### src/rtl/vdla_pkg.sv
package vdla_pkg;
    // APB register map (word aligned byte addresses)
    localparam logic [11:0] OFF_ROM_TIMING = 12'h000;
    localparam logic [11:0] OFF_MEM_CFG = 12'h004;
    localparam logic [11:0] OFF_STATUS = 12'h008;
    localparam logic [11:0] OFF_LAST_CYCLES = 12'h00C;
    // Reset values
    localparam logic [4:0] ROM_TIMING_RST = 5'h00;
    localparam logic [2:0] MEM_CFG_RST = 3'h1;
    // Field positions in rom_timing_control
    localparam int ROM_NSEQ_LSB = 0;
    localparam int ROM_BURST_LSB = 3;
    // Field positions in memory configuration register
    localparam int CFG_ROM16 = 0;
    localparam int CFG_HALFSPD = 1;
    localparam int CFG_DRAM16 = 2;
    // Cycle counts
    localparam logic [3:0] ROM_NSEQ_BASE = 4'h7;
    localparam logic [3:0] ROM_BURST_BASE = 4'h5;
    localparam logic [4:0] REG_BURST_CYCLES = 5'h10;
    localparam logic [4:0] REG_ACCESS_CYCLES = 5'h04;
    localparam logic [4:0] DRAM16_SEQ_CYCLES = 5'h13;
    localparam logic [4:0] DRAM32_ACCESS_CYCLES = 5'h05;
    localparam logic [4:0] DRAM_SEQ_CYCLES = 5'h02;
    localparam logic [4:0] IO_ACCESS_CYCLES = 5'h04;
    localparam logic [2:0] GROUP_LEN = 3'h4;
    // Latency figures in half cycles
    localparam int SYNC_HALF_CYCLES = 11;
    localparam int DATA_HALF_CYCLES = 7;
    localparam logic [2:0] SYNC_CYCLES = 3'(SYNC_HALF_CYCLES / 2);
    localparam logic [2:0] DATA_CYCLES = 3'((DATA_HALF_CYCLES + 1) / 2);
    // Address decode
    localparam int PHYS_ADDR_BITS = 29;
    localparam logic [28:0] BASE_ROM1 = 29'h0100_0000;
    localparam logic [28:0] BASE_RSVD2 = 29'h0200_0000;
    localparam logic [28:0] BASE_MODIO = 29'h0300_0000;
    localparam logic [28:0] BASE_PCIO = 29'h0301_0000;
    localparam logic [28:0] BASE_RSVD_PC = 29'h0302_C000;
    localparam logic [28:0] BASE_MODIO2 = 29'h0303_0000;
    localparam logic [28:0] BASE_RSVD_M = 29'h0304_0000;
    localparam logic [28:0] BASE_CHIPREG = 29'h0320_0000;
    localparam logic [28:0] BASE_SIMPIO = 29'h0321_0000;
    localparam logic [28:0] BASE_VIDREG = 29'h0340_0000;
    localparam logic [28:0] BASE_RSVD_V = 29'h0350_0000;
    localparam logic [28:0] BASE_RSVD4 = 29'h0400_0000;
    localparam logic [28:0] BASE_EXTIO = 29'h0800_0000;
    localparam logic [28:0] BASE_DRAM = 29'h1000_0000;
    localparam logic [31:0] BASE_ROMALIAS = 32'h2000_0000;
    // Decoded space classes
    typedef enum logic [3:0] {
        VDLA_SP_ROM = 4'h0,
        VDLA_SP_DRAM = 4'h1,
        VDLA_SP_IO = 4'h2,
        VDLA_SP_REG = 4'h3,
        VDLA_SP_RSVD = 4'h4
    } vdla_space_e;
    typedef enum logic [3:0] {
        VDLA_G_NONE = 4'h0,
        VDLA_G_VIDEO = 4'h1,
        VDLA_G_SOUND = 4'h2,
        VDLA_G_REFRESH = 4'h4,
        VDLA_G_CPU = 4'h8
    } vdla_grant_e;
endpackage

### src/rtl/vdla_addr_decode.sv
`timescale 1ns/1ns
`default_nettype none
module vdla_addr_decode
    import vdla_pkg::*;
(
    input wire logic [31:0] physAddr,
    output vdla_space_e space,
    output logic [1:0] bank,
    output logic [2:0] ioRegion
);
    logic [28:0] a;
    assign a = physAddr[PHYS_ADDR_BITS-1:0];

    // Range decode from the top down; ioRegion numbers the window's areas
    always_comb begin
        space = VDLA_SP_RSVD;
        bank = 2'h0;
        ioRegion = 3'h0;
        // Bit 29 is dropped, so the repeat of ROM bank 0 needs no compare
        if (a >= BASE_DRAM) begin
            space = VDLA_SP_DRAM;
            bank = a[27:26];
        end else if (a >= BASE_EXTIO) begin
            space = VDLA_SP_IO;
            ioRegion = 3'h6;
        end else if (a >= BASE_RSVD_V) begin
            space = VDLA_SP_RSVD;
        end else if (a >= BASE_VIDREG) begin
            space = VDLA_SP_REG;
            ioRegion = 3'h5;
        end else if (a >= BASE_SIMPIO) begin
            space = VDLA_SP_IO;
            ioRegion = 3'h4;
        end else if (a >= BASE_CHIPREG) begin
            space = VDLA_SP_REG;
            ioRegion = 3'h3;
        end else if (a >= BASE_RSVD_M) begin
            space = VDLA_SP_RSVD;
        end else if (a >= BASE_MODIO2) begin
            space = VDLA_SP_IO;
            ioRegion = 3'h2;
        end else if (a >= BASE_RSVD_PC) begin
            space = VDLA_SP_RSVD;
        end else if (a >= BASE_PCIO) begin
            space = VDLA_SP_IO;
            ioRegion = 3'h1;
        end else if (a >= BASE_MODIO) begin
            space = VDLA_SP_IO;
        end else if (a >= BASE_RSVD2) begin
            space = VDLA_SP_RSVD;
        end else if (a >= BASE_ROM1) begin
            space = VDLA_SP_ROM;
            bank = 2'h1;
        end else begin
            space = VDLA_SP_ROM;
        end
    end
endmodule // vdla_addr_decode
`default_nettype wire

### src/rtl/vdla_arbiter.sv
`timescale 1ns/1ns
`default_nettype none
module vdla_arbiter
    import vdla_pkg::*;
(
    input wire logic mclk,
    input wire logic reset_n,
    input wire logic [11:0] paddr,
    input wire logic psel,
    input wire logic penable,
    input wire logic pwrite,
    input wire logic [31:0] pwdata,
    output logic [31:0] prdata,
    output logic pready,
    output logic pslverr,
    input wire logic videoReq,
    input wire logic soundReq,
    input wire logic refreshReq,
    input wire logic cpuReq,
    input wire logic cpuSeq,
    input wire logic [31:0] cpuAddr,
    output logic videoGrant,
    output logic soundGrant,
    output logic refreshGrant,
    output logic cpuGrant,
    output logic cpuDone,
    output logic videoDataStrobe,
    output logic [3:0] cycleSpace
);
    // Reset released through two flops; assertion stays asynchronous,
    // release is clocked so no flop sees reset end in mid-edge
    logic rstMeta_reg;
    logic rstSync_reg;
    always_ff @(posedge mclk or negedge reset_n) begin
        if (!reset_n) begin
            rstMeta_reg <= 1'b0;
            rstSync_reg <= 1'b0;
        end else begin
            rstMeta_reg <= 1'b1;
            rstSync_reg <= rstMeta_reg;
        end
    end
    logic rstN;
    assign rstN = rstSync_reg;

    // Control registers
    logic [4:0] romTiming_reg;
    logic [2:0] memCfg_reg;
    logic [4:0] lastCycles_reg;

    // APB: zero wait states, pready high in every cycle after reset
    logic apbWr;
    logic apbRd;
    assign apbWr = psel && penable && pwrite;
    assign apbRd = psel && !penable && !pwrite;
    // Writes land in the access phase; setup only carries the address
    always_ff @(posedge mclk or negedge rstN) begin
        if (!rstN) begin
            romTiming_reg <= ROM_TIMING_RST;
            memCfg_reg <= MEM_CFG_RST;
        end else if (apbWr) begin
            if (paddr == OFF_ROM_TIMING) begin
                romTiming_reg <= pwdata[4:0];
            end else if (paddr == OFF_MEM_CFG) begin
                memCfg_reg <= pwdata[2:0];
            end
        end
    end

    // Arbiter state
    typedef enum logic [3:0] {
        ST_IDLE = 4'b0001,
        ST_DMA = 4'b0010,
        ST_CPU = 4'b0100,
        ST_IOHOLD = 4'b1000
    } vdla_state_e;
    vdla_state_e state_reg;
    logic [4:0] cnt_reg;
    logic [2:0] groupCnt_reg;
    logic [3:0] grant_reg;
    logic [2:0] dataCnt_reg;
    logic [2:0] videoSync_reg;
    logic videoSeen_reg;
    logic ioPaused_reg;
    logic [4:0] ioLeft_reg;

    // A zero count would wrap a down-counter and hold the bus 32 cycles
    if (DATA_CYCLES == 3'h0 || GROUP_LEN == 3'h0) begin : g_count_check
        $error("data and group counts must not be zero");
    end

    // Video request pipeline: the sync flops plus the missed idle slot
    // make up the 5.5 clock term; no input is read before its last stage
    always_ff @(posedge mclk or negedge rstN) begin
        if (!rstN) begin
            videoSync_reg <= 3'h0;
        end else begin
            videoSync_reg <= {videoSync_reg[1:0], videoReq};
        end
    end
    logic videoPend;
    assign videoPend = videoSync_reg[2] && !videoSeen_reg;

    // ROM cycle cost, counted on bus clock since prescale is one
    // Codes 110 and 111 give one and zero cycles before romShift; software must avoid them
    logic [4:0] romNseq;
    logic [4:0] romBurst;
    logic [1:0] romShift;
    assign romShift = {1'b0, memCfg_reg[CFG_ROM16]}
        + {1'b0, memCfg_reg[CFG_HALFSPD]};
    assign romNseq = 5'(ROM_NSEQ_BASE - 4'(romTiming_reg[2:0])) << romShift;
    assign romBurst = 5'(ROM_BURST_BASE - 4'(romTiming_reg[4:3])) << romShift;

    vdla_space_e space;
    logic [1:0] bankUnused;
    logic [2:0] ioRegion;
    vdla_addr_decode u_decode (
        .physAddr(cpuAddr),
        .space(space),
        .bank(bankUnused),
        .ioRegion(ioRegion)
    );

    // Cost and whether a sequential follow-on keeps the bus
    logic [4:0] cpuCost;
    logic seqAllowed;
    always_comb begin
        cpuCost = DRAM32_ACCESS_CYCLES;
        seqAllowed = 1'b0;
        case (space)
            VDLA_SP_ROM: begin
                seqAllowed = romTiming_reg[4:3] != 2'h0;
                cpuCost = (cpuSeq && seqAllowed) ? romBurst : romNseq;
            end
            VDLA_SP_DRAM: begin
                seqAllowed = 1'b1;
                if (memCfg_reg[CFG_DRAM16]) begin
                    // The whole 16-bit sequence is one hold; never chain it
                    seqAllowed = 1'b0;
                    cpuCost = DRAM16_SEQ_CYCLES;
                end else begin
                    cpuCost = cpuSeq ? DRAM_SEQ_CYCLES : DRAM32_ACCESS_CYCLES;
                end
            end
            VDLA_SP_REG: begin
                seqAllowed = 1'b1;
                cpuCost = REG_ACCESS_CYCLES;
            end
            default: begin
                cpuCost = IO_ACCESS_CYCLES;
            end
        endcase
    end

    // Processor keeps the bus only for a sequential access inside a group
    // Trade-off: a sequential stream may keep DMA out for a whole group
    logic cpuKeeps;
    assign cpuKeeps = cpuReq && cpuSeq && seqAllowed
        && groupCnt_reg < GROUP_LEN;

    // Main arbitration; DMA enters at an idle point, and video also during an I/O hold
    always_ff @(posedge mclk or negedge rstN) begin
        if (!rstN) begin
            state_reg <= ST_IDLE;
            cnt_reg <= 5'h00;
            groupCnt_reg <= 3'h0;
            grant_reg <= VDLA_G_NONE;
            lastCycles_reg <= 5'h00;
            videoSeen_reg <= 1'b0;
            ioPaused_reg <= 1'b0;
            ioLeft_reg <= 5'h00;
        end else begin
            if (!videoSync_reg[2]) begin
                videoSeen_reg <= 1'b0;
            end
            case (state_reg)
                // Priority is the order of the if-chain at the idle point
                ST_IDLE: begin
                    groupCnt_reg <= 3'h0;
                    if (videoPend) begin
                        grant_reg <= VDLA_G_VIDEO;
                        videoSeen_reg <= 1'b1;
                        cnt_reg <= 5'(DATA_CYCLES);
                        state_reg <= ST_DMA;
                    end else if (soundReq) begin
                        grant_reg <= VDLA_G_SOUND;
                        cnt_reg <= 5'(DATA_CYCLES);
                        state_reg <= ST_DMA;
                    end else if (refreshReq) begin
                        grant_reg <= VDLA_G_REFRESH;
                        cnt_reg <= 5'(DATA_CYCLES);
                        state_reg <= ST_DMA;
                    end else if (cpuReq) begin
                        grant_reg <= VDLA_G_CPU;
                        cnt_reg <= cpuCost;
                        lastCycles_reg <= cpuCost;
                        groupCnt_reg <= 3'h1;
                        state_reg <= (space == VDLA_SP_IO)
                            ? ST_IOHOLD : ST_CPU;
                    end else begin
                        grant_reg <= VDLA_G_NONE;
                    end
                end
                ST_DMA: begin
                    // Fixed-length slot; the requester drops its own level
                    cnt_reg <= cnt_reg - 5'h01;
                    if (cnt_reg == 5'h01 && ioPaused_reg) begin
                        // Hand the held I/O cycle back its remaining count
                        grant_reg <= VDLA_G_CPU;
                        cnt_reg <= ioLeft_reg;
                        ioPaused_reg <= 1'b0;
                        state_reg <= ST_IOHOLD;
                    end else if (cnt_reg == 5'h01) begin
                        grant_reg <= VDLA_G_NONE;
                        state_reg <= ST_IDLE;
                    end
                end
                ST_CPU: begin
                    // Cycle runs to its end before any DMA
                    cnt_reg <= cnt_reg - 5'h01;
                    if (cnt_reg == 5'h01) begin
                        if (cpuKeeps) begin
                            cnt_reg <= cpuCost;
                            lastCycles_reg <= cpuCost;
                            groupCnt_reg <= groupCnt_reg + 3'h1;
                        end else begin
                            grant_reg <= VDLA_G_NONE;
                            state_reg <= ST_IDLE;
                        end
                    end
                end
                ST_IOHOLD: begin
                    // Data latched; video may borrow the bus mid-cycle
                    if (videoPend) begin
                        // Park the I/O count; its end waits for the DMA
                        ioPaused_reg <= 1'b1;
                        ioLeft_reg <= cnt_reg;
                        grant_reg <= VDLA_G_VIDEO;
                        videoSeen_reg <= 1'b1;
                        cnt_reg <= 5'(DATA_CYCLES);
                        state_reg <= ST_DMA;
                    end else begin
                        cnt_reg <= cnt_reg - 5'h01;
                        if (cnt_reg == 5'h01) begin
                            grant_reg <= VDLA_G_NONE;
                            state_reg <= ST_IDLE;
                        end
                    end
                end
                default: begin
                    state_reg <= ST_IDLE;
                end
            endcase
        end
    end

    // Data strobe counter for the first video word; loaded at the edge of
    // the grant decision at either arbitration point
    always_ff @(posedge mclk or negedge rstN) begin
        if (!rstN) begin
            dataCnt_reg <= 3'h0;
            videoDataStrobe <= 1'b0;
        end else begin
            videoDataStrobe <= 1'b0;
            if ((state_reg == ST_IDLE || state_reg == ST_IOHOLD)
                && videoPend) begin
                dataCnt_reg <= DATA_CYCLES;
            end else if (dataCnt_reg != 3'h0) begin
                dataCnt_reg <= dataCnt_reg - 3'h1;
                videoDataStrobe <= dataCnt_reg == 3'h1;
            end
        end
    end

    // Registered outputs; each lags its decision by one cycle so every
    // top-level output leaves a flop
    always_ff @(posedge mclk or negedge rstN) begin
        if (!rstN) begin
            videoGrant <= 1'b0;
            soundGrant <= 1'b0;
            refreshGrant <= 1'b0;
            cpuGrant <= 1'b0;
            cpuDone <= 1'b0;
            cycleSpace <= 4'h0;
        end else begin
            videoGrant <= grant_reg[0];
            soundGrant <= grant_reg[1];
            refreshGrant <= grant_reg[2];
            cpuGrant <= grant_reg[3];
            cpuDone <= (state_reg == ST_CPU || state_reg == ST_IOHOLD)
                && cnt_reg == 5'h01;
            cycleSpace <= {1'b0, ioRegion} ^ 4'(space);
        end
    end

    // APB read data registered in the setup cycle
    // Errors for unmapped or read-only targets are also set in setup
    always_ff @(posedge mclk or negedge rstN) begin
        if (!rstN) begin
            prdata <= 32'h0000_0000;
            pslverr <= 1'b0;
            pready <= 1'b0;
        end else begin
            pready <= 1'b1;
            if (apbRd) begin
                pslverr <= 1'b0;
                if (paddr == OFF_ROM_TIMING) begin
                    prdata <= {27'h0, romTiming_reg};
                end else if (paddr == OFF_MEM_CFG) begin
                    prdata <= {29'h0, memCfg_reg};
                end else if (paddr == OFF_STATUS) begin
                    prdata <= {24'h0, grant_reg, state_reg};
                end else if (paddr == OFF_LAST_CYCLES) begin
                    prdata <= {27'h0, lastCycles_reg};
                end else begin
                    prdata <= 32'h0000_0000;
                    pslverr <= 1'b1;
                end
            end else if (psel && !penable) begin
                pslverr <= !(paddr == OFF_ROM_TIMING
                    || paddr == OFF_MEM_CFG);
            end
        end
    end
endmodule // vdla_arbiter
`default_nettype wire

### config.mk
export PLATFORM = sky130hd
export DESIGN_NAME = vdla_arbiter
export DESIGN_NICKNAME = d
export VERILOG_FILES = /design/src/rtl/vdla_pkg.sv /design/src/rtl/vdla_addr_decode.sv /design/src/rtl/vdla_arbiter.sv
export SDC_FILE = /design/constraint.sdc
export NUM_CORES = 1
export LEC_CHECK = 0
export BUFFER_PORTS_ARGS = -buffer_cell sky130_fd_sc_hd__buf_2
export CORE_ASPECT_RATIO = 0.9
export CORE_MARGIN = 10
export CORE_UTILIZATION = 49
export CTS_BUF_LIST = sky130_fd_sc_hd__clkbuf_8
export CTS_CLUSTER_DIAMETER = 100
export DETAILED_ROUTE_END_ITERATION = 12
export PLACE_DENSITY = 0.79
export SYNTH_ARGS = -nofsm -noshare
export SYNTH_HDL_FRONTEND = slang
export SYNTH_SLANG_ARGS = --single-unit
### constraint.sdc
create_clock -name mclk -period 2.72 [get_ports mclk]
set_input_delay 0.136 -clock mclk [delete_from_list [all_inputs] [get_ports mclk]]
set_output_delay 0.136 -clock mclk [all_outputs]
set_load 0.02 [all_outputs]
; Yosys cells after proc, flatten, opt, wreduce, memory -nomap -nowiden
; Cells that the tools add are included.
[word_totals]
reg_bits = 88
output_inout_bits = 44
[classes]
add_sub_neg = 6
order_cmp = 13
n_eq_ne = 22
shifts = 2
mux = 91
bitwise = 2
reduce_logical = 38
[ops]
columns = cell, count
row1 = 29-bit by 26-bit greater-or-equal comparator with 1-bit output (second input constant), 10
row2 = 4-bit two-way mux, 30
row3 = 5-bit two-way mux, 16
row4 = 3-bit two-way mux, 15
row5 = 4-bit one-hot mux with 4 select lines, 2
row6 = 29-bit by 28-bit greater-or-equal comparator with 1-bit output (second input constant), 1
row7 = 29-bit greater-or-equal comparator (second input constant), 1
row8 = 12-bit by 4-bit == test with 1-bit output (second input constant), 2
row9 = 8-bit two-way mux, 3
row10 = 5-bit one-hot mux with 2 select lines, 2
row11 = 5-bit one-hot mux with 4 select lines, 1
row12 = 1-bit two-way mux, 19
row13 = 2-bit != test (second input constant), 8
row14 = 3-bit AND reduction, 5
row15 = 12-bit by 3-bit == test with 1-bit output (second input constant), 1
row16 = 4-bit by 2-bit == test with 1-bit output (second input constant), 3
row17 = 1-bit logical AND, 12
row18 = 12-bit zero test, 1
row19 = 2-bit nonzero test, 5
row20 = 5-bit by 2-bit left shift with 5-bit output, 2
row21 = 4-bit by 1-bit == test with 1-bit output (second input constant), 2
row22 = 7-bit AND reduction, 1
row23 = 3-bit one-hot mux with 2 select lines, 1
row24 = 2-bit AND reduction, 3
row25 = 23 further kinds, 28

; Longest topological paths before layout
; Gate-level depths: netlist (run 1).
[logic_depth]
depth_word = 20
mapped_depth = 9
ltp_nobuf = 8

; Hierarchy
; Synthesis (run 1) repeated with hierarchy kept, for this count alone.
[unflattened]
cells_unflattened = 386
area_unflattened_um2 = 3746.1
[by_module_without_submodules]
columns = module, n_inst, cells_each, area_per_inst_um2
row1 = vdla_arbiter, 1, 346, 3480.8
row2 = vdla_addr_decode, 1, 40, 265.3

; Least setup slack after synthesis (run 1)
; OpenSTA, ideal clock, no wires.
[synth_timing]
path_kind = flip-flop to flip-flop
from = register memCfg_reg[0]
to = register cnt_reg[3]
setup_ps = 82
arrival_ps = 2116
t_required_ps = 2638
setup_slack_ps = 522
path_stages_with_launch = 7
path_buffers = 0
synth_period_minus_slack_ps = 2198
cell_sequence = dfstp_2 > ha_1 > inv_1 > or4b_2 > a21oi_1 > or3b_1 > a31oi_1
[synth_between]
elab_chain_len = 9
[synth_rtl]
columns = element, line_no
row1 = from (decl), vdla_arbiter.sv:48  ; logic [2:0] memCfg_reg;
row2 = from (signal assigned), vdla_arbiter.sv:65  ; memCfg_reg <= pwdata[2:0];
row3 = 1-bit by 1-bit adder with 2-bit output (*), vdla_arbiter.sv:110  ; + {1'b0, memCfg_reg[CFG_HALFSPD]};
row4 = "5-bit by 2-bit left shift with 5-bit output, on equally long branches", "vdla_arbiter.sv:111, vdla_arbiter.sv:112"
row5 = 5-bit two-way mux (*), vdla_arbiter.sv:133  ; cpuCost = (cpuSeq && seqAllowed) ? romBurst : romNseq;
row6 = 5-bit one-hot mux with 2 select lines (*), vdla_arbiter.sv:130  ; case (space)
row7 = 5-bit two-way mux, vdla_arbiter.sv:193  ; end else if (cpuReq) begin
row8 = 5-bit two-way mux, vdla_arbiter.sv:189  ; end else if (refreshReq) begin
row9 = 5-bit two-way mux, vdla_arbiter.sv:185  ; end else if (soundReq) begin
row10 = 5-bit two-way mux, vdla_arbiter.sv:180  ; if (videoPend) begin
row11 = 5-bit one-hot mux with 4 select lines (*), vdla_arbiter.sv:176  ; case (state_reg)
row12 = to (signal assigned), vdla_arbiter.sv:183  ; cnt_reg <= 5'(DATA_CYCLES);
row13 = to (signal assigned), vdla_arbiter.sv:187  ; cnt_reg <= 5'(DATA_CYCLES);
row14 = to (signal assigned), vdla_arbiter.sv:191  ; cnt_reg <= 5'(DATA_CYCLES);
row15 = to (decl), vdla_arbiter.sv:78  ; logic [4:0] cnt_reg;
; Mark *: on every way between the ends. The rest lies on a longest branch, timed or not. The select of a mux whose other input is x is not followed.
; A chain may end at the register's enable or synchronous reset.

; Worst setup path after layout (run 1)
[layout_timing]
from = register cnt_reg[1]
to = register cnt_reg[3]
[layout_between]
elab_chain_len = 4
[layout_rtl]
columns = element, line_no
row1 = 5-bit by 1-bit subtractor with 5-bit output / 5-bit by 1-bit == test with 1-bit output (equally long branches), --
row2 = 5-bit two-way mux / 1-bit logical AND (equally long branches), "vdla_arbiter.sv:222, vdla_arbiter.sv:207"
row3 = "5-bit two-way mux, on equally long branches", "vdla_arbiter.sv:221, vdla_arbiter.sv:207"
row4 = 5-bit one-hot mux with 4 select lines (*), vdla_arbiter.sv:176
; Mark *: on every way between the ends. The rest lies on a longest branch, timed or not.

==> results of run 1 <==
[power by group through the flow]
stage | clock network (mW) | registers, mW | logic (mW)
after detailed placement | 0 | 1.28 | 1.08
after floorplan | 0 | 1.28 | 0.768
after CTS | 0.736 | 1.27 | 1.09
final | 0.716 | 1.27 | 1.11
after global routing | 0.773 | 1.30 | 1.23
after global placement | 0 | 1.27 | 1.04
[worst paths after layout]
path                       slack (ns)  depth (start not counted)                   start                            to
min in group asynchronous        0.10                          2                 reset_n                rstN$_DFF_PN0_
min                              0.03                          2               pwdata[4]  romTiming_reg[4]$_DFFE_PN0P_
max in group asynchronous        1.48                          1          rstN$_DFF_PN0_     memCfg_reg[0]$_DFFE_PN1P_
max                              0.30                          6  cnt_reg[1]$_DFFE_PN0P_        cnt_reg[3]$_DFFE_PN0P_
min reg2reg                      0.34                          0   rstMeta_reg$_DFF_PN0_                rstN$_DFF_PN0_
max reg2reg                      0.30                          6  cnt_reg[1]$_DFFE_PN0P_        cnt_reg[3]$_DFFE_PN0P_
[routing by layer]
| metal | wire [um] | share of wire (%) | vias to the layer above | global-route usage, % |
|---|---|---|---|---|
| met3 | 717 | 7.7 | 22 | 5.27 |
| met2 | 4380 | 47 | 146 | 25.7 |
| met1 | 3990 | 43 | 1505 | 20.4 |
| met4 | 198 | 2.1 | 0 | 6.32 |
| li1 | - | - | 1475 | - |
| met5 | 0 | 0 | - | 0 |
[Yosys cell counts (3+ instances only)]
cell,count
nor3_1,9
a21o_1,4
nand2b_1,4
nand3b_1,4
nor2b_1,5
a221oi_1,4
nor4_1,6
inv_1,14
ha_1,7
or3_1,3
buf_4,25
dfrtp_1,61
o31ai_1,4
a31oi_1,5
mux4_2,3
nor4b_1,6
nand2_1,29
nand4_1,4
xnor2_1,3
o221ai_1,4
o21ai_0,30
a21oi_1,21
nand3_1,7
mux2_2,17
a211oi_1,4
nor2_1,27
clkbuf_1,10
[metrics by stage]
step | power, mW | hold WS [ns]
floorplan | 2.05 | -0.160
global route | 3.30 | 0.0177
CTS | 3.10 | 0.0136
global placement | 2.31 | -0.0790
detailed placement | 2.37 | -0.0768
finish | 3.09 | 0.0288
[logic make-up (layout without fill, tap and decap cells)]
family	Yosys count	count (layout)	synth area share (%)
mux	22	22	7.59
other cells	2	27	0.204
flops	63	63	42.9
xor+xnor	5	5	1.19
simple gates	125	125	19.5
compound gates	99	99	18.0
fa+ha+maj	7	7	2.38
buf+inv	52	102	8.20
[critical path: stages, from the launching register on]
cell	delay, ns
dfrtp_1	0.38
inv_1	0.11
ha_1	0.19
or4b_1	0.65
or3_4	0.49
or3b_1	0.36
a31oi_1	0.16
[final cells by class]
type                       count  area [um2]
timing repair buffer          72         395
fill                         643        2970
clock buffer                  10         138
inverter                      14        52.6
clock inverter                 6        37.5
multi-input combinational    285        1890
tap                           93         116
sequential                    63        1580
[cell usage in the layout (no fill, tap or decap), drive strengths merged, types with 9 or more instances in the layout]
cell and instances:
nor2 29, conb 27, o21ai 30, mux2 17, nand2 29, clkbuf 10, buf 70, dfrtp 61
inv 15, nor3 9, a21oi 21
==> results_tabular.tex, run 1 <==
\begin{tabular}{lr}
\hline
Metric & Value \\
\hline
\multicolumn{2}{l}{\textbf{Power and ir drop}} \\
\quad Clock Power Share & 23.1\% \\
\quad Internal power summed over all cells & 1.92 mW \\
\quad Switching component of the power & 1.17 mW \\
\quad Switching share of power & 37.8\% \\
\quad Power density over the cells & 735 nW/um2 \\
\quad Power share of the combinational group & 35.8\% \\
\quad Cell leakage power & 1.97 nW \\
\quad IR Drop Worst-Case VDD & 0.000342 V \\
\quad Fraction of power consumed by sequential logic & 41.0\% \\
\multicolumn{2}{l}{\textbf{Route}} \\
\quad Detailed-route wire length & 9.29 mm \\
\quad Violation count after the first detailed-route iteration & 231 \\
\quad Mean number of vias per cell & 5.80 \\
\quad Detail Route Antenna Nets & 0 \\
\quad Router iterations before antenna repair & 5 \\
\quad Drt wl/cell & 17.1 um \\
\quad Number of vias in the routed layout & 3148 \\
\quad Remaining DRCs & 0 \\
\multicolumn{2}{l}{\textbf{Floorplanning}} \\
\quad Die width & 111 um \\
\quad Io pins & 130 \\
\quad Area of the die & 11400 um2 \\
\quad DIE HEIGHT & 102 um \\
\quad Area inside the core boundary & 7180 um2 \\
\quad Starting Density & 51.2\% \\
\quad Rows & 29 \\
\multicolumn{2}{l}{\textbf{GRT}} \\
\quad Wire length of the first global-routing pass & 15.4 mm \\
\quad Vias in the first global route & 3196 \\
\quad GRT Residual Overflow & 0 \\
\quad Maximum number of pins on one net before global-route repair & 46 \\
\quad GRT Total Usage & 16.3\% \\
\quad Antenna violations before repair & 0 \\
\multicolumn{2}{l}{\textbf{Clocking}} \\
\quad Number of buffers inserted for hold repair after clock tree synthesis & 2 \\
\quad Clock latency on the worst-skew pair & 0.34 ns \\
\quad Setup repair bufs after CTS & 0 \\
\quad Gates resized, CTS repair & 0 \\
\quad Clk root buf & clkbuf\_8 \\
\quad Clock-pin slew of the registers on the worst-case setup and hold paths & 0.07 ns \\
\quad Total clock buffers created by CTS & 9 \\
\quad Clock tree from TritonCTS & built \\
\quad Max clock buf depth & 2 \\
\quad Number of H-tree levels & 3 \\
\quad CTS sink cnt & 63 \\
\multicolumn{2}{l}{\textbf{Finish}} \\
\quad Flip-flop count of the largest register, all copies and words added & 8 \\
\quad Net count reported at finish & 538 \\
\quad Post-Layout Inst Area & 4210 um2 \\
\quad Post-Layout Cell Count & 543 \\
\quad Layout area overhead & 14.5\% \\
\quad Largest register by flop count & prdata \\
\quad Antenna diode count & 0 \\
\quad Fraction of layout cells with a size suffix above 1 & 27.6\% \\
\quad Final core utilization & 58.6\% \\
\multicolumn{2}{l}{\textbf{STA}} \\
\quad Worst-case headroom to the max-slew limit & 34.3\% \\
\quad Post-route fraction of the period consumed by the critical path & 88.8\% \\
\quad Hold Vio Cnt, Final & 0 \\
\quad Setup repair after global routing missed its margin & false \\
\quad Max Fclk & 414 MHz \\
\quad Maximum clock skew at final layout & 0.00725 ns \\
\quad Setup violation total in the final timing report & 0 \\
\quad Post-route setup slack & 0.304 ns \\
\quad Final Max Tran Viols & 0 \\
\quad Pin slew with the least headroom to its limit & 0.985 ns \\
\quad Crit path time final & 2.42 ns \\
\quad Summed negative setup slack over all endpoints & 0 ns \\
\multicolumn{2}{l}{\textbf{Job}} \\
\quad Reported max-cap violation count & 0 \\
\multicolumn{2}{l}{\textbf{Yosys}} \\
\quad Mean instance size in the synthesized netlist & 9.81 um2 \\
\quad Most common flop cell mapped by yosys & dfrtp\_1 \\
\quad Post-synthesis cell area & 3680 um2 \\
\quad Cell count after synthesis & 375 \\
\quad Sequential fraction of the synthesis area & 42.9\% \\
\quad Synth async-reset ratio & 100\% \\
\quad Area share of the largest cell type after synthesis & 41.5\% \\
\quad Main area contributors after synthesis & dfrtp\_1 42\%, mux2\_2 5.2\%, buf\_4 5.1\% \\
\quad Count of unique library cells instantiated by Yosys & 69 \\
\quad Number of enable-type register cells in the synthesized netlist & 0 \\
\quad Largest area contributor in the netlist & dfrtp\_1 \\
\quad Number of storage elements in the synthesis netlist & 63 \\
\quad Number of warnings issued by yosys & 0 \\
\multicolumn{2}{l}{\textbf{Setup path}} \\
\quad Data required time at the worst endpoint & 2.98 ns \\
\quad Nature of the critical path endpoint & flop \\
\quad Critical path start-end classification & flop to flop \\
\quad WP data arrival & 2.68 ns \\
\quad CP Launch Type & flop \\
\quad Critical-path maximum fanout & 8 \\
\multicolumn{2}{l}{\textbf{Worst hold path}} \\
\quad Hold/Removal Path Class & input pin to flop \\
\multicolumn{2}{l}{\textbf{Place}} \\
\quad Last weighted congestion value of the routability-driven placer & 0.909 \\
\quad Half-perimeter wire length after detailed placement & 7.09 mm \\
\quad Placed Instances & 525 \\
\quad Worst slack at placement & 0.322 ns \\
\quad Number of port buffers & 60 \\
\quad Area after detailed placement & 4020 um2 \\
\multicolumn{2}{l}{\textbf{Status}} \\
\quad Result of the run & finished, final reports clean \\
\hline
\end{tabular}
Power figures use the tool's default switching activity.
==> run 2: changes to the inputs <==
==> constraint.sdc (replaced) <==
create_clock -name mclk -period 2.72 [get_ports mclk]
set_input_delay 0.408 -clock mclk [delete_from_list [all_inputs] [get_ports mclk]]
set_output_delay 0.408 -clock mclk [all_outputs]
set_load 0.02 [all_outputs]
==> run 2 against run 1 <==
Utilization is 0.73 points higher. Sequential power is essentially flat. Die area did not move. First-iteration DRC count is 20% lower. Combinational power barely moved. Worst hold slack better by 0.14 ns. Routed wire length down 5.2%. Final cell count grew 0.55%. Total power is 3.2% higher. Clock skew rose by 0.0053 ns. Critical endpoint is now cnt_reg[4]$_DFFE_PN0P_.
==> results_tabular.tex, run 2 (same netlist as run 1, synthesis figures left out) <==
\begin{tabular}{lr}
\hline
Metric & Value \\
\hline
\multicolumn{2}{l}{\textbf{Route}} \\
\quad Detail Route Antenna Nets & 0 \\
\quad Number of vias in the routed layout & 3085 \\
\quad Violation count after the first detailed-route iteration & 184 \\
\quad Drt wl/cell & 16.1 um \\
\quad Router iterations before antenna repair & 5 \\
\quad Detailed-route wire length & 8.81 mm \\
\quad Remaining DRCs & 0 \\
\quad Mean number of vias per cell & 5.65 \\
\multicolumn{2}{l}{\textbf{Status}} \\
\quad Result of the run & finished, final reports clean \\
\multicolumn{2}{l}{\textbf{Floorplanning}} \\
\quad Area of the die & 11400 um2 \\
\quad Starting Density & 51.2\% \\
\quad Area inside the core boundary & 7180 um2 \\
\quad Die width & 111 um \\
\quad Rows & 29 \\
\quad DIE HEIGHT & 102 um \\
\quad Io pins & 130 \\
\multicolumn{2}{l}{\textbf{Finish}} \\
\quad Most used cells in the layout excluding fill and tap cells & 60 x dfrtp\_1, 60 x buf\_2, 30 x o21ai\_0, 29 x nand2\_1 \\
\quad Antenna diode count & 0 \\
\quad Largest register by flop count & prdata \\
\quad Layout area overhead & 15.9\% \\
\quad Fraction of layout cells with a size suffix above 1 & 28.5\% \\
\quad Flip-flop count of the largest register, all copies and words added & 8 \\
\quad Net count reported at finish & 541 \\
\quad Final core utilization & 59.3\% \\
\multicolumn{2}{l}{\textbf{Clocking}} \\
\quad Gates resized, CTS repair & 0 \\
\quad Number of buffers inserted for hold repair after clock tree synthesis & 1 \\
\quad Setup repair bufs after CTS & 0 \\
\quad Clock-pin slew of the registers on the worst-case setup and hold paths & 0.07 ns \\
\quad Clock latency on the worst-skew pair & 0.35 ns \\
\quad Number of H-tree levels & 3 \\
\quad CTS sink cnt & 63 \\
\quad Clk root buf & clkbuf\_8 \\
\quad Clock tree from TritonCTS & built \\
\quad Max clock buf depth & 2 \\
\quad Total clock buffers created by CTS & 9 \\
\multicolumn{2}{l}{\textbf{GRT}} \\
\quad Antenna violations before repair & 0 \\
\quad Vias in the first global route & 2996 \\
\quad GRT Residual Overflow & 0 \\
\quad Maximum number of pins on one net before global-route repair & 46 \\
\quad GRT Total Usage & 15.5\% \\
\quad Wire length of the first global-routing pass & 14.6 mm \\
\multicolumn{2}{l}{\textbf{Setup path}} \\
\quad Data required time at the worst endpoint & 2.93 ns \\
\quad Beginning of the worst register-to-register path & state\_reg[3]\$\_DFFE\_PN0P\_ \\
\quad Cell type group with the largest total delay on the critical path & simple AND/OR/NAND/NOR gates \\
\quad Combined buffer and inverter count along the critical path & 1 \\
\quad Cell repeated most along the worst path & a31oi\_1 \\
\quad Nature of the critical path endpoint & flop \\
\quad CP Launch Type & flop \\
\quad Critical R2R Capture & cnt\_reg[4]\$\_DFFE\_PN0P\_ \\
\quad Crit-path cells & nor4b\_1, a211oi\_1, a31oi\_1, inv\_1, nor3\_1, a31oi\_1 \\
\quad Largest incremental delay on the critical path & 0.60 ns \\
\quad WP data arrival & 2.70 ns \\
\quad Critical-path maximum fanout & 14 \\
\quad Critical Path Slowest Stage Cell & dfrtp\_1 \\
\quad Length in cells of the worst reg-to-reg path & 6 \\
\quad Critical path start-end classification & flop to flop \\
\quad R2R Setup Slk & 0.23 ns \\
\multicolumn{2}{l}{\textbf{Place}} \\
\quad Last weighted congestion value of the routability-driven placer & 0.904 \\
\quad Number of port buffers & 60 \\
\quad Half-perimeter wire length after detailed placement & 6.89 mm \\
\multicolumn{2}{l}{\textbf{STA}} \\
\quad Setup violation total in the final timing report & 0 \\
\quad Max Fclk & 402 MHz \\
\quad Pin slew with the least headroom to its limit & 0.961 ns \\
\quad Worst-case headroom to the max-slew limit & 35.9\% \\
\quad Post-route fraction of the period consumed by the critical path & 91.5\% \\
\quad Worst hold margin & 0.168 ns \\
\quad Crit path time final & 2.49 ns \\
\quad Setup repair after global routing missed its margin & false \\
\quad Final Max Tran Viols & 0 \\
\quad Summed negative setup slack over all endpoints & 0 ns \\
\quad Hold Vio Cnt, Final & 0 \\
\quad Maximum clock skew at final layout & 0.0126 ns \\
\multicolumn{2}{l}{\textbf{Job}} \\
\quad Reported max-cap violation count & 0 \\
\multicolumn{2}{l}{\textbf{Worst hold path}} \\
\quad Hold endpoint & videoSync\_reg[0]\$\_DFF\_PN0\_ \\
\quad Hold/Removal Path Class & input pin to flop \\
\quad Number of stages on the worst hold path & 1 \\
\quad Worst Hold Launch & videoReq \\
\multicolumn{2}{l}{\textbf{Power and ir drop}} \\
\quad Power density over the cells & 748 nW/um2 \\
\quad Overall power & 3.19 mW \\
\quad IR Drop Worst-Case VDD & 0.000342 V \\
\quad Cell leakage power & 1.99 nW \\
\hline
\end{tabular}
## run 2: cell types whose count changed in the layout (fill, tap and decap cells not counted), sizes merged
cell and delta:
buf +4, bufinv +1, clkinv -1, clkinvlp +1, dlygate4sd3 -1, inv -1
## run 2: power by group
group          total (mW)  leakage [nW]  switching [mW]  internal (mW)
Clock               0.826        0.0947           0.376          0.450
Combinational        1.10          1.08           0.650          0.452
Sequential           1.26         0.813           0.141           1.12
## run 2: per-stage QoR
step	cells	instance area, um2	setup WS [ns]
2_1_floorplan	400	3770	0.521
3_3_place_gp	529	4050	0.194
3_5_place_dp	529	4050	0.183
4_1_cts	546	4260	0.253
5_1_grt	546	4260	0.000188
6_report	546	4260	0.231
## run 2: worst reg2reg max path, stage by stage (launching register included)
cell and delay (ns):
dfrtp_1 0.60, nor4b_1 0.53, a211oi_1 0.21, a31oi_1 0.41, inv_1 0.21, nor3_1 0.29
a31oi_1 0.13
## run 2: worst max path at each step
stage / startpoint / to / slack [ns] / cells after the start
after floorplan: cpuAddr[23] / lastCycles_reg[0]$_DFFE_PN0P_ / 0.52 / 6
after global placement: cpuAddr[23] / lastCycles_reg[4]$_DFFE_PN0P_ / 0.19 / 7
after detailed placement: cpuAddr[23] / lastCycles_reg[0]$_DFFE_PN0P_ / 0.18 / 7
after CTS: cnt_reg[1]$_DFFE_PN0P_ / cnt_reg[3]$_DFFE_PN0P_ / 0.25 / 6
after global routing: cnt_reg[1]$_DFFE_PN0P_ / cnt_reg[2]$_DFFE_PN0P_ / 0.0002 / 8
final: state_reg[3]$_DFFE_PN0P_ / cnt_reg[4]$_DFFE_PN0P_ / 0.23 / 6
## run 2: final cells by class
class	count	area, um2
inverter	14	52.6
timing repair buffer	75	415
multi-input combinational	285	1890
clock buffer	10	138
tap	93	116
clock inverter	6	70.1
fill	630	2920
sequential	63	1580
## run 2: metal layers
metal  up-vias  routed length (um)  part of all wire (%)  GRT usage, %
met4         0                 125                   1.4          6.02
met5         -                   0                     0             0
met1      1469                4020                    46          19.7
met2       117                4030                    46          24.4
met3        12                 630                   7.2          4.80
li1       1487                   -                     -             -
